## src/include/fwss_defines.vh

```
// Constants for the frequency word select store
`ifndef FWSS_DEFINES_VH
`define FWSS_DEFINES_VH
`define FWSS_WORD_COUNT      4
`define FWSS_WORD_BYTES      6
`define FWSS_BYTE_COUNT      24
`define FWSS_SERIAL_WORD0    8'h10
`define FWSS_SERIAL_LAST     8'h27
`define FWSS_SERIAL_SELECT   8'h40
`define FWSS_SEL_WORD_LSB    0
`define FWSS_SEL_WORD_MSB    1
`define FWSS_ADDR_CTRL       12'h000
`define FWSS_ADDR_STATUS     12'h004
`define FWSS_ADDR_NV_INDEX   12'h008
`define FWSS_ADDR_NV_DATA    12'h00C
`define FWSS_CTRL_RESET      32'h0000_0000
`define FWSS_CTRL_PIN_MODE   0
`define FWSS_CTRL_VARIANT    1
`define FWSS_NV_SEL_INDEX    5'h18
`define FWSS_LOCK_NS         100000
`define FWSS_CLK_NS          25
`define FWSS_LOCK_CYCLES     ((`FWSS_LOCK_NS + `FWSS_CLK_NS - 1) / `FWSS_CLK_NS)
`define FWSS_I2C_ADDR        7'h69
`endif

```

## src/hw/fwss_i2c_slave.v

```verilog
// Serial bus write/read slave with auto-incrementing byte address
`timescale 1ns/1ps
`include "fwss_defines.vh"
module fwss_i2c_slave #(
  parameter [6:0] DEV_ADDR = `FWSS_I2C_ADDR
) (
  // Clock and reset
  input  wire       clk,
  input  wire       rst,
  // Synchronised bus levels
  input  wire       scl,
  input  wire       sda,
  output reg        sda_oe_q,
  // Byte access
  output reg        wr_stb_q,
  output reg  [7:0] wr_addr_q,
  output reg  [7:0] wr_data_q,
  output wire [7:0] rd_addr,
  input  wire [7:0] rd_data
);
  localparam ST_IDLE = 3'd0;
  localparam ST_DEV  = 3'd1;
  localparam ST_MA   = 3'd2;
  localparam ST_DATA = 3'd3;
  localparam ST_RD   = 3'd4;
  localparam ST_RACK = 3'd5;

  reg       scl_q;
  reg       sda_q;
  reg [2:0] st_q;
  reg [3:0] bit_q;
  reg [7:0] sh_q;
  reg [7:0] ptr_q;
  reg       ack_q;
  reg       ack_pend_q;
  reg [7:0] tx_q;

  wire rise  = scl & ~scl_q;
  wire fall  = ~scl & scl_q;
  wire start = scl & scl_q & sda_q & ~sda;
  wire stop  = scl & scl_q & ~sda_q & sda;
  wire [7:0] sh_next = {sh_q[6:0], sda};

  assign rd_addr = ptr_q;

  always @(posedge clk or posedge rst) begin
    if (rst) begin
      scl_q      <= 1'b1;
      sda_q      <= 1'b1;
      st_q       <= ST_IDLE;
      bit_q      <= 4'd0;
      sh_q       <= 8'h00;
      ptr_q      <= 8'h00;
      ack_q      <= 1'b0;
      ack_pend_q <= 1'b0;
      tx_q       <= 8'h00;
      sda_oe_q   <= 1'b0;
      wr_stb_q   <= 1'b0;
      wr_addr_q  <= 8'h00;
      wr_data_q  <= 8'h00;
    end else begin
      scl_q    <= scl;
      sda_q    <= sda;
      wr_stb_q <= 1'b0;
      if (start) begin
        st_q     <= ST_DEV;
        bit_q    <= 4'd0;
        ack_q    <= 1'b0;
        sda_oe_q <= 1'b0;
      end else if (stop) begin
        st_q     <= ST_IDLE;
        ack_q    <= 1'b0;
        sda_oe_q <= 1'b0;
      end else if (st_q != ST_IDLE) begin
        if (rise && !ack_q) begin
          if (st_q == ST_RD || st_q == ST_RACK) begin
            if (bit_q == 4'd8) begin
              // Master acknowledge continues a sequential read
              st_q <= sda ? ST_IDLE : ST_RACK;
            end
          end else begin
            sh_q <= sh_next;
          end
          bit_q <= bit_q + 4'd1;
        end
        if (fall) begin
          if (ack_q) begin
            ack_q    <= 1'b0;
            sda_oe_q <= 1'b0;
            bit_q    <= 4'd0;
            if (ack_pend_q) begin
              tx_q     <= rd_data;
              ptr_q    <= ptr_q + 8'd1;
              sda_oe_q <= ~rd_data[7];
            end
            ack_pend_q <= 1'b0;
          end else if (bit_q == 4'd8) begin
            case (st_q)
              ST_DEV: begin
                if (sh_q[7:1] == DEV_ADDR) begin
                  ack_q      <= 1'b1;
                  sda_oe_q   <= 1'b1;
                  st_q       <= sh_q[0] ? ST_RD : ST_MA;
                  ack_pend_q <= sh_q[0];
                end else begin
                  st_q <= ST_IDLE;
                end
              end
              ST_MA: begin
                ptr_q    <= sh_q;
                ack_q    <= 1'b1;
                sda_oe_q <= 1'b1;
                st_q     <= ST_DATA;
              end
              ST_DATA: begin
                // [RULE_15] Address advances per byte
                wr_stb_q  <= 1'b1;
                wr_addr_q <= ptr_q;
                wr_data_q <= sh_q;
                ptr_q     <= ptr_q + 8'd1;
                ack_q     <= 1'b1;
                sda_oe_q  <= 1'b1;
              end
              ST_RD: begin
                sda_oe_q <= 1'b0;
                st_q     <= ST_RACK;
              end
              default: begin
                sda_oe_q <= 1'b0;
              end
            endcase
          end else if (st_q == ST_RACK && bit_q == 4'd9) begin
            bit_q    <= 4'd0;
            tx_q     <= rd_data;
            ptr_q    <= ptr_q + 8'd1;
            sda_oe_q <= ~rd_data[7];
            st_q     <= ST_RD;
          end else if (st_q == ST_RD && bit_q < 4'd8) begin
            sda_oe_q <= ~tx_q[3'd7 - bit_q[2:0]];
          end
        end
      end
    end
  end
endmodule

```

## src/hw/fwss_top.v

```verilog
// Frequency word store, selection and pin-one control
// Operation
// [RULE_01] Power-on copies four words to volatile
// [RULE_02] Serial changes volatile only, lost at reset
// [RULE_03] Four six-byte frequency words
// [RULE_04] Two-bit select byte picks active word
// [RULE_05] Select power-on value from programmed configuration
// [RULE_06] Serial writes may overwrite any word
// [RULE_07] Host rewrites only unselected words
// [RULE_08] Wait for relock after frequency change
// [RULE_09] Select pins choose word, msb upper
// [RULE_10] Pin one is gate or sleep
// [RULE_11] Gate disables output, PLL keeps running
// [RULE_12] Sleep stops clock, resumes after relock
// [RULE_13] Select byte at serial address 40h
// [RULE_14] Host writes upper select bits zero
// [RULE_15] Serial address advances after each byte
// [RULE_16] Select applies only after full byte
//
// Decided for this implementation: the address map and the APB slave port.
`timescale 1ns/1ps
`include "fwss_defines.vh"
module fwss_top #(
  parameter        LOCK_CYCLES = `FWSS_LOCK_CYCLES,
  parameter [6:0]  DEV_ADDR    = `FWSS_I2C_ADDR
) (
  // Clock and reset
  input  wire        SYS_CLK,
  input  wire        RST,
  // APB slave
  input  wire        PSEL,
  input  wire        PENABLE,
  input  wire        PWRITE,
  input  wire [11:0] PADDR,
  input  wire [31:0] PWDATA,
  output reg  [31:0] PRDATA,
  output wire        PREADY,
  output wire        PSLVERR,
  // Serial bus
  input  wire        SCL_IN,
  input  wire        SDA_IN,
  output wire        SDA_OUT,
  output wire        SDA_OE,
  // Frequency select pins
  input  wire        FREQ_PICK_MSB,
  input  wire        FREQ_PICK_LSB,
  // Pin-one control
  input  wire        PIN_ONE,
  // PLL side
  output reg  [47:0] PLL_WORD,
  output reg  [1:0]  ACTIVE_SEL,
  output reg         PLL_RELOCK,
  output reg         PLL_POWER_ON,
  output reg         CLK_OUT_EN,
  output reg         LOAD_DONE
);
  localparam LD_COPY = 2'd0;
  localparam LD_RUN  = 2'd1;

  // Non-volatile image and volatile working copy
  reg [7:0]  nv_mem [0:24];
  reg [7:0]  vol_mem [0:23];
  reg [1:0]  vol_sel_q;
  reg [1:0]  ld_st_q;
  reg [4:0]  ld_idx_q;
  reg [31:0] ctrl_q;
  reg [4:0]  nv_index_q;
  reg [1:0]  pin_q1;
  reg [1:0]  pin_q2;
  reg        one_q1;
  reg        one_q2;
  reg        scl_q1;
  reg        scl_q2;
  reg        sda_q1;
  reg        sda_q2;
  reg [31:0] lock_cnt_q;
  reg [1:0]  last_sel_q;
  reg        asleep_q;
  integer    i;

  wire       sl_stb;
  wire [7:0] sl_addr;
  wire [7:0] sl_data;
  wire [7:0] sl_rd_addr;
  reg  [7:0] sl_rd_data;
  wire       sda_drive;

  function [4:0] byte_index;
    input [7:0] a;
    reg   [7:0] d;
    begin
      d = a - `FWSS_SERIAL_WORD0;
      byte_index = d[4:0];
    end
  endfunction

  function in_words;
    input [7:0] a;
    begin
      in_words = (a >= `FWSS_SERIAL_WORD0) && (a <= `FWSS_SERIAL_LAST);
    end
  endfunction

  // [RULE_03] Six bytes per word
  // Five-bit sum: word 3 starts at 18, past a four-bit index
  function [4:0] word_byte;
    input [1:0] k;
    input [2:0] n;
    begin
      word_byte = {1'b0, k, 2'b00} + {2'b00, k, 1'b0} + {2'b00, n};
    end
  endfunction

  wire apb_wr = PSEL & PENABLE & PWRITE;
  wire pin_mode = ctrl_q[`FWSS_CTRL_PIN_MODE];
  wire pin_variant = ctrl_q[`FWSS_CTRL_VARIANT];
  wire [1:0] pick = pin_variant ? pin_q2 : vol_sel_q;
  wire sleeping = pin_mode & ~one_q2;

  assign PREADY  = 1'b1;
  assign PSLVERR = 1'b0;
  assign SDA_OUT = 1'b0;
  assign SDA_OE  = sda_drive;

  always @(posedge SYS_CLK or posedge RST) begin
    if (RST) begin
      pin_q1 <= 2'b00;
      pin_q2 <= 2'b00;
      one_q1 <= 1'b0;
      one_q2 <= 1'b0;
      scl_q1 <= 1'b1;
      scl_q2 <= 1'b1;
      sda_q1 <= 1'b1;
      sda_q2 <= 1'b1;
    end else begin
      pin_q1 <= {FREQ_PICK_MSB, FREQ_PICK_LSB};
      pin_q2 <= pin_q1;
      one_q1 <= PIN_ONE;
      one_q2 <= one_q1;
      scl_q1 <= SCL_IN;
      scl_q2 <= scl_q1;
      sda_q1 <= SDA_IN;
      sda_q2 <= sda_q1;
    end
  end

  fwss_i2c_slave #(
    .DEV_ADDR (DEV_ADDR)
  ) u_slave (
    .clk       (SYS_CLK),
    .rst       (RST),
    .scl       (scl_q2),
    .sda       (sda_q2),
    .sda_oe_q  (sda_drive),
    .wr_stb_q  (sl_stb),
    .wr_addr_q (sl_addr),
    .wr_data_q (sl_data),
    .rd_addr   (sl_rd_addr),
    .rd_data   (sl_rd_data)
  );

  always @* begin
    sl_rd_data = 8'h00;
    if (in_words(sl_rd_addr))
      sl_rd_data = vol_mem[byte_index(sl_rd_addr)];
    else if (sl_rd_addr == `FWSS_SERIAL_SELECT)
      sl_rd_data = {6'b00_0000, vol_sel_q};
  end

  // Non-volatile image, written only by the programming port
  always @(posedge SYS_CLK) begin
    if (apb_wr && PADDR == `FWSS_ADDR_NV_DATA && nv_index_q <= `FWSS_NV_SEL_INDEX)
      nv_mem[nv_index_q] <= PWDATA[7:0];
  end

  always @(posedge SYS_CLK or posedge RST) begin
    if (RST) begin
      ctrl_q     <= `FWSS_CTRL_RESET;
      nv_index_q <= 5'h00;
    end else if (apb_wr) begin
      if (PADDR == `FWSS_ADDR_CTRL)
        ctrl_q <= PWDATA;
      else if (PADDR == `FWSS_ADDR_NV_INDEX)
        nv_index_q <= PWDATA[4:0];
      else if (PADDR == `FWSS_ADDR_NV_DATA)
        nv_index_q <= nv_index_q + 5'd1;
    end
  end

  always @* begin
    PRDATA = 32'h0000_0000;
    case (PADDR)
      `FWSS_ADDR_CTRL:     PRDATA = {30'h0000_0000, ctrl_q[1:0]};
      `FWSS_ADDR_STATUS:   PRDATA = {24'h00_0000, asleep_q, PLL_RELOCK, CLK_OUT_EN,
                                     LOAD_DONE, 2'b00, ACTIVE_SEL};
      `FWSS_ADDR_NV_INDEX: PRDATA = {27'h000_0000, nv_index_q};
      `FWSS_ADDR_NV_DATA:  PRDATA = {24'h00_0000, nv_mem[nv_index_q]};
      default:             PRDATA = 32'h0000_0000;
    endcase
  end

  // Volatile store: loaded from image after reset, then serial writes
  always @(posedge SYS_CLK or posedge RST) begin
    if (RST) begin
      // [RULE_02] Reset discards serial changes
      ld_st_q   <= LD_COPY;
      ld_idx_q  <= 5'd0;
      vol_sel_q <= 2'b00;
      LOAD_DONE <= 1'b0;
      for (i = 0; i < `FWSS_BYTE_COUNT; i = i + 1)
        vol_mem[i] <= 8'h00;
    end else begin
      case (ld_st_q)
        LD_COPY: begin
          // [RULE_01] Copy stored words
          if (ld_idx_q < `FWSS_BYTE_COUNT) begin
            vol_mem[ld_idx_q] <= nv_mem[ld_idx_q];
            ld_idx_q          <= ld_idx_q + 5'd1;
          end else begin
            // [RULE_05] Programmed power-on select
            vol_sel_q <= nv_mem[`FWSS_NV_SEL_INDEX][1:0];
            LOAD_DONE <= 1'b1;
            ld_st_q   <= LD_RUN;
          end
        end
        LD_RUN: begin
          if (sl_stb) begin
            // [RULE_06] Overwrite any word byte
            if (in_words(sl_addr))
              vol_mem[byte_index(sl_addr)] <= sl_data;
            // [RULE_13] Select byte decode
            else if (sl_addr == `FWSS_SERIAL_SELECT)
              // [RULE_16] Whole acknowledged byte only
              vol_sel_q <= sl_data[`FWSS_SEL_WORD_MSB:`FWSS_SEL_WORD_LSB];
          end
        end
        default: ld_st_q <= LD_RUN;
      endcase
    end
  end

  // PLL drive, gating and relock timing
  always @(posedge SYS_CLK or posedge RST) begin
    if (RST) begin
      PLL_WORD     <= 48'h0000_0000_0000;
      ACTIVE_SEL   <= 2'b00;
      last_sel_q   <= 2'b00;
      lock_cnt_q   <= 32'h0000_0000;
      PLL_RELOCK   <= 1'b1;
      PLL_POWER_ON <= 1'b0;
      CLK_OUT_EN   <= 1'b0;
      asleep_q     <= 1'b0;
    end else begin
      // [RULE_04] Selected word drives PLL
      // [RULE_09] Pins select in pin variant
      ACTIVE_SEL <= pick;
      last_sel_q <= pick;
      // First byte of the word lands in the top byte
      PLL_WORD   <= {vol_mem[word_byte(pick, 3'd0)],
                     vol_mem[word_byte(pick, 3'd1)],
                     vol_mem[word_byte(pick, 3'd2)],
                     vol_mem[word_byte(pick, 3'd3)],
                     vol_mem[word_byte(pick, 3'd4)],
                     vol_mem[word_byte(pick, 3'd5)]};
      asleep_q     <= sleeping;
      PLL_POWER_ON <= LOAD_DONE & ~sleeping;
      // [RULE_08] Relock wait on change
      // [RULE_12] Sleep wake waits relock
      if (!LOAD_DONE || sleeping || pick != last_sel_q) begin
        lock_cnt_q <= LOCK_CYCLES;
        PLL_RELOCK <= 1'b1;
      end else if (lock_cnt_q != 32'h0000_0000) begin
        lock_cnt_q <= lock_cnt_q - 32'h0000_0001;
      end else begin
        PLL_RELOCK <= 1'b0;
      end
      // [RULE_10] One pin function
      // [RULE_11] Gate output only
      if (!pin_mode)
        CLK_OUT_EN <= LOAD_DONE & one_q2;
      else
        CLK_OUT_EN <= LOAD_DONE & ~sleeping & (lock_cnt_q == 32'h0000_0000) & ~PLL_RELOCK;
    end
  end
endmodule

```

## config.mk

```make
export PLATFORM = sky130hd
export DESIGN_NAME = fwss_top
export DESIGN_NICKNAME = d
export VERILOG_FILES = /design/src/hw/fwss_i2c_slave.v /design/src/hw/fwss_top.v
export VERILOG_INCLUDE_DIRS = /design/src /design/src/include
export SDC_FILE = /design/constraint.sdc
export NUM_CORES = 1
export LEC_CHECK = 0
export BUFFER_PORTS_ARGS = -buffer_cell sky130_fd_sc_hd__buf_4
export CORE_MARGIN = 2
export CORE_UTILIZATION = 30
export DETAILED_ROUTE_END_ITERATION = 16
export GPL_TIMING_DRIVEN = 0
export PLACE_DENSITY = 0.55
export SKIP_LAST_GASP = 1
export SYNTH_ARGS = -nofsm -noshare
export SYNTH_HDL_FRONTEND = slang
export SYNTH_SLANG_ARGS = --single-unit
export TNS_END_PERCENT = 1
```

## constraint.sdc

```tcl
create_clock -name SYS_CLK -period 14.53 [get_ports SYS_CLK]
set_input_delay 0 -clock SYS_CLK [delete_from_list [all_inputs] [get_ports SYS_CLK]]
set_output_delay 0 -clock SYS_CLK [all_outputs]
set_load 0.005 [all_outputs]
```

==> results.md, run 1 <==
- Initial Utilization: 30.3%
- Mapped Area: 0.0314 mm²
- Most frequent cells in the layout: dfrtp_1, nand2_1, mux4_2
- TritonCTS buffer count: 67
- WL per Instance: 29.4 µm
- Part of the cycle the worst path needs: 38.7%
- Pwr Total: 3430 µW
- Drt pass-1 iters: 6
- Post-DP HPWL: 93400 µm
- FP Rows: 118
- Unrepaired setup endpoints after global routing: false
- Die X: 328 µm
- Max_cap viols: 1
- Final TNS setup: 0 ps
- Post-synth cell types: 90
- Synthesized instance count: 2597
- Clk_lat worst skew: 680 ps
- Via density: 5.90
- Max VDD drop: 0.0000780 V
- # port buffers: 91
- Design area: 0.0366 mm²
- Syn_area_per_cell: 12.1 µm²
- Leak: 0.0134 µW
- Yosys reg bits: 556
- Share of cells above drive strength 1: 22.9%
- Placement Cell Area: 0.0341 mm²
- Syn. warnings: 0
- HP Class: in -> reg
- Clock-pin slew on the worst setup and hold paths: 60 ps
- Failing checks: capacitance limit, slew limit
- CTS tree: built
- Clock sinks: 556
- Critical path launch point type: register
- Number of routed nets with antenna violations: 0
- Number of global-route vias before repair: 24300
- P&R area growth vs syn: 16.4%
- Detailed-route via count: 25000
- Post-CTS setup repair buffer count: 0
- PostCTS Resize Cnt: 0
- Initial antenna violation count: 3
- Largest net degree at the start of global routing: 125
- Status: complete, but fails checks
- Final min period: 5620 ps
- Final number of setup-violating endpoints: 0
- Worst Path Arrival: 6140 ps
- Max Clock Skew: 41.3 ps
- First-pass GRT wire length: 180000 µm
- GRT Resource Usage Total: 23.0%
- Sequential fraction of the synthesis area: 47.5%
- Fin. Hold Viols: 0
- Yosys top cell by area: dfrtp_1
- Max H-tree Level: 3
- Nets@finish: 2884
- Worst slew pin tran: 1510 ps
- Core area: 0.104 mm²
- Fillers: 10300
- RD Place Congestion: 1.03
- Residual DRC: 0
- Total global routing overflow: 0
- CP Class: reg -> reg
- Post-synth EDFFs: 200
- Slew margin rel.: -1.35%
- Routed Wire Length: 125000 µm
- Async SR Flop Fraction: 64.0%
- Crit Path Max Fanout: 13
- Fin. max-slew vios: 7
- Drt initial violations: 3282
- Die Ht: 328 µm
- PwrDens: 93.8 mW/mm²
- Commonest non-fill, non-tap cell in the layout: dfrtp_1
- CTS max path bufs: 3
- Total die area: 0.107 mm²
- Post-synth top area share: 27.8%
- Fmax: 178 MHz
- Worst setup EP type: register
- CP Data Required Time: 15050 ps
- Root Buffer: clkbuf_16
- Synth Flop Type: dfrtp_1
- Number of primary I/O pins: 144
- Top post-synthesis cells by area: dfrtp_1, edfxtp_1, mux4_2
[synthesized netlist by cell type, types with 11 or more instances]
cell and number:
mux4_2 209, nand3_1 47, a22oi_1 83, nand2_1 255
a21oi_1 100, mux2i_1 160, clkbuf_1 111, a221o_1 20
o21a_1 37, o211ai_1 14, mux2_2 93, or3_1 20
inv_1 29, nor3_1 37, o311ai_0 34, o21ai_0 89
a22o_1 21, buf_1 11, edfxtp_1 200, a31oi_1 16
buf_2 54, o22ai_1 43, nor2b_1 19, xor2_1 19
nand2b_1 25, buf_4 47, nor2_1 188, xnor2_1 11
ha_1 17, dfrtp_1 349, o221ai_1 47
[stage by stage]
stage | std cells | util [%] | hold slack [ps] | setup WS (ps)
floorplan | 2622 | - | 4.48 | 4660
global placement | 4093 | 32.7 | 110 | 7.35
detailed placement | 4098 | 32.8 | 50.3 | 8940
CTS | 4246 | 35.3 | 21.7 | 8900
global route | 4246 | 35.3 | 35.5 | 8720
finish | 4247 | 35.3 | 39.5 | 8910
[cell families after synthesis]
kind of cell / count (synthesis) / synth area share [%]
simple gates: 682 / 10.3
compound gates: 585 / 13.2
flops: 556 / 47.5
mux: 463 / 23.4
buf+inv: 262 / 4.09
xor+xnor: 30 / 0.836
fa+ha+maj: 17 / 0.676
other cells: 2 / 0.0239
[metal layers]
layer / part of all wire, % / GRT usage, % / vias up
li1: - / - / 10400
met1: 39 / 29.9 / 12800
met2: 45 / 35.7 / 1471
met3: 9.9 / 5.75 / 349
met4: 5.7 / 11.6 / 4
met5: 0.022 / 0 / -
[final timing paths]
path / startpoint / to / slack [ps] / depth (start not counted)
setup / recovery: ctrl_q[1]$_DFFE_PP0P_ / PLL_WORD[41]$_DFF_PP0_ / 8910 / 10
setup reg to reg: ctrl_q[1]$_DFFE_PP0P_ / PLL_WORD[41]$_DFF_PP0_ / 8910 / 10
min in group asynchronous: RST / scl_q1$_DFF_PP1_ / 570 / 4
hold reg to reg: sda_q1$_DFF_PP1_ / sda_q2$_DFF_PP1_ / 340 / 0
hold / removal: FREQ_PICK_LSB / pin_q1[0]$_DFF_PP0_ / 40 / 2
max in group asynchronous: RST / vol_mem[113]$_DFFE_PP0P_ / 12700 / 6
[area by class of cell]
type	count	area, µm²	area share, %
inverter	31	124	0.338
tap	1380	1730	4.72
buffer	231	1170	3.20
clock inverter	31	393	1.07
clock buffer	91	1880	5.13
sequential	556	14900	40.8
antenna	1	2.50	0.00684
timing repair buffer	122	1040	2.84
multi-input combinational	1804	15300	41.9
[worst max-delay path, stage by stage (launching register included)]
cell,delay [ps]
dfrtp_1,500
mux2i_2,880
clkinv_1,610
clkbuf_1,420
clkbuf_1,480
ha_1,430
buf_2,310
buf_1,590
clkbuf_1,590
mux2_2,410
o22ai_1,270
[power by group]
group / switching [µW] / internal [µW] / leakage [µW] / total, µW
Sequential: 4.82 / 1630 / 0.00613 / 1640
Combinational: 44.9 / 22.9 / 0.00616 / 67.8
Clock: 734 / 997 / 0.00111 / 1730
[sequential cells by signal, summed over array words and instances, names as in the netlist, 3 cells and up]
register,count
u_slave.wr_addr_q,8
u_slave.sh_q,8
ld_idx_q,5
u_slave.rd_addr,8
nv_mem,200
vol_mem,192
lock_cnt_q,32
u_slave.tx_q,8
nv_index_q,5
u_slave.st_q,3
PLL_WORD,48
u_slave.bit_q,4
u_slave.wr_data_q,8
[repair_timing]
item | in CTS | in global routing
endpoints found under the hold margin | 329 | 0
hold buffers | 26 | 0
setup endpoints to repair | 0 | 0
(Power assumes the default switching activity.)
==> run 2, diff against run 1 <==
--- a/config.mk
+++ b/config.mk
@@ -11,7 +11,7 @@
 export CORE_UTILIZATION = 30
 export DETAILED_ROUTE_END_ITERATION = 16
 export GPL_TIMING_DRIVEN = 0
-export PLACE_DENSITY = 0.55
+export PLACE_DENSITY = 0.56
 export SKIP_LAST_GASP = 1
 export SYNTH_ARGS = -nofsm -noshare
 export SYNTH_HDL_FRONTEND = slang
==> constraint.sdc (replaced) <==
create_clock -name SYS_CLK -period 4.63 [get_ports SYS_CLK]
set_input_delay 0 -clock SYS_CLK [delete_from_list [all_inputs] [get_ports SYS_CLK]]
set_output_delay 0 -clock SYS_CLK [all_outputs]
set_load 0.005 [all_outputs]
==> run 2 against run 1 <==
Compared with the run above: the run still ends with capacitance limit, slew limit left; clock power increased to 3.2 times the previous value; hold slack got worse by 23 ps; non-clock buffer count grew 3; worst setup slack got worse by 8900 ps; die area did not move; core utilization rose by 0.10 points; clock skew shrank 5.0 ps; cell count barely moved; sequential power grew to 3.1 times the previous value; critical endpoint is now PLL_WORD[43]$_DFF_PP0_; first-iteration DRC count grew 4.2%; combinational power increased to 3.2 times the previous value; sequential share of layout area down 0.12 points.
==> results.md, run 2 (synthesis results as in run 1) <==
- CP Cell Sequence: mux2i_4 > clkinv_1 > clkbuf_1 > clkbuf_2 > ha_1 > buf_2 > buf_2 > clkbuf_1 > mux2_2 > o22ai_1
- Final number of setup-violating endpoints: 0
- Placement Cell Area: 0.0341 mm²
- Fin cells: 4249
- Part of the cycle the worst path needs: 99.2%
- GRT Resource Usage Total: 22.9%
- Status: complete, but fails checks
- Pwr Total: 10900 µW
- # port buffers: 91
- Placement Setup Slack: -936 ps
- Nets@finish: 2886
- Max Clock Skew: 36.3 ps
- Drt initial violations: 3421
- Initial Utilization: 30.3%
- Clk_lat worst skew: 650 ps
- Residual DRC: 0
- Via density: 5.95
- Commonest non-fill, non-tap cell in the layout: dfrtp_1
- Initial antenna violation count: 0
- CP Launch Point: ctrl_q[1]$_DFFE_PP0P_
- Worst setup EP type: register
- WL per Instance: 29.4 µm
- HP Class: in -> reg
- Unrepaired setup endpoints after global routing: true
- PnR worst setup slack: 37.4 ps
- CTS max path bufs: 3
- Post-DP HPWL: 92800 µm
- Detailed-route via count: 25300
- TritonCTS buffer count: 66
- Fmax: 218 MHz
- Biggest regs: nv_mem (200), vol_mem (192), PLL_WORD (48)
- Clock sinks: 556
- PwrDens: 297 mW/mm²
- RR Startpoint: ctrl_q[1]$_DFFE_PP0P_
- Hold_sp: SDA_IN
- RD Place Congestion: 1.06
- Footprint of the multi-input gates: 0.0153 mm²
- CP Class: reg -> reg
- Critical path launch point type: register
- Die Ht: 328 µm
- Max H-tree Level: 3
- Leak: 0.0135 µW
- Failing checks: capacitance limit, slew limit
- Total die area: 0.107 mm²
- Number of routed nets with antenna violations: 0
- Design area: 0.0367 mm²
- P&R area growth vs syn: 16.7%
- Crit Path Max Fanout: 12
- Worst slew pin tran: 1520 ps
- Clock-pin slew on the worst setup and hold paths: 60 ps
- Crit-path max cell delay: 550 ps
- CTS tree: built
- Share of cells above drive strength 1: 23.6%
- DP Cell Count: 4103
- Most frequent cells in the layout: dfrtp_1, nand2_1, mux4_2
- Fillers: 10300
- Biggest register: nv_mem
- Die X: 328 µm
- First-pass GRT wire length: 179000 µm
- Number of primary I/O pins: 144
- Total global routing overflow: 0
- Largest net degree at the start of global routing: 44
- Fin. max-slew vios: 6
- Core area: 0.104 mm²
- Max FFs per register: 200
- Root Buffer: clkbuf_16
- Hold slack final: 16.3 ps
- Drt pass-1 iters: 8
- Slew margin rel.: -2.83%
- Number of global-route vias before repair: 24500
- Final min period: 4590 ps
- FP Rows: 118
- Routed Wire Length: 125000 µm
- Max_cap viols: 1
- CP Data Required Time: 5170 ps
- CP max-delay cell: dfrtp_1
- Register Area: 0.0149 mm²
- Max VDD drop: 0.000257 V
- Worst Path Arrival: 5130 ps
- Fin. Hold Viols: 0
run 2: cell count changes in the layout (fill, tap and decap cells not counted), sizes merged, moves of 2 or more:
cell,delta
clkbuf,-4
dlygate4sd3,-3
buf,+6
inv,+3
bufinv,+2
clkinv,-3
run 2: cell type report:
type / instances / share of cell area, %
repair buffers: 125 / 3.02
multi-input cells: 1804 / 41.8
clock buffers: 87 / 5.13
plain buffers: 231 / 3.22
inverters: 31 / 0.327
diodes: 2 / 0.0136
flip-flops and latches: 556 / 40.7
well taps: 1380 / 4.70
clock inverters: 33 / 1.11
run 2: worst paths after layout:
kind | end | slack (ps) | cells after the start
worst min register to register | pin_q2[0]$_DFF_PP0_ | 350 | 0
worst max-delay path | PLL_WORD[43]$_DFF_PP0_ | 40 | 10
worst min-delay path | sda_q1$_DFF_PP1_ | 20 | 2
max in group asynchronous | vol_mem[90]$_DFFE_PP0P_ | 3070 | 7
min in group asynchronous | lock_cnt_q[26]$_DFFE_PP0P_ | 90 | 3
worst max register to register | PLL_WORD[43]$_DFF_PP0_ | 40 | 10
run 2: worst max-delay path: cells and delay by family, from the launching register on:
kind                     cells  cell delay, ps
buffers and inverters        6            2380
adder cells (fa/ha/maj)      1             410
AO/OA/AOI/OAI                1             230
multiplexers                 2             900
flip-flops                   1             550
run 2: stage by stage:
stage | utilization [%] | setup TNS [ps]
after floorplan | - | -46980
after global placement | 32.7 | -894910
after detailed placement | 32.9 | -30830
after CTS | 35.4 | -97.8
after global routing | 35.4 | -208
final | 35.4 | 0
run 2: where the power goes:
group          internal (µW)  total, µW  switching, µW  leakage (µW)
combinational           77.8        220            142       0.00621
sequential              5120       5130           15.3       0.00613
clock                   3250       5530           2290       0.00114
run 2: per-layer routing:
metal / part of all wire, % / global-route usage [%] / up-vias
li1: - / - / 10500
met1: 39 / 29.5 / 12900
met2: 45 / 35.0 / 1598
met3: 11 / 5.98 / 375
met4: 6.1 / 12.4 / 0
met5: 0 / 0 / -
run 2: what timing repair did:
| action | CTS | global route |
|---|---|---|
| setup buffers | 1 | 0 |
| resized for setup | 6 | 8 |
| hold endpoints to repair | 246 | 0 |
| setup endpoints to repair | 48 | 30 |
| hold buffers | 23 | 0 |
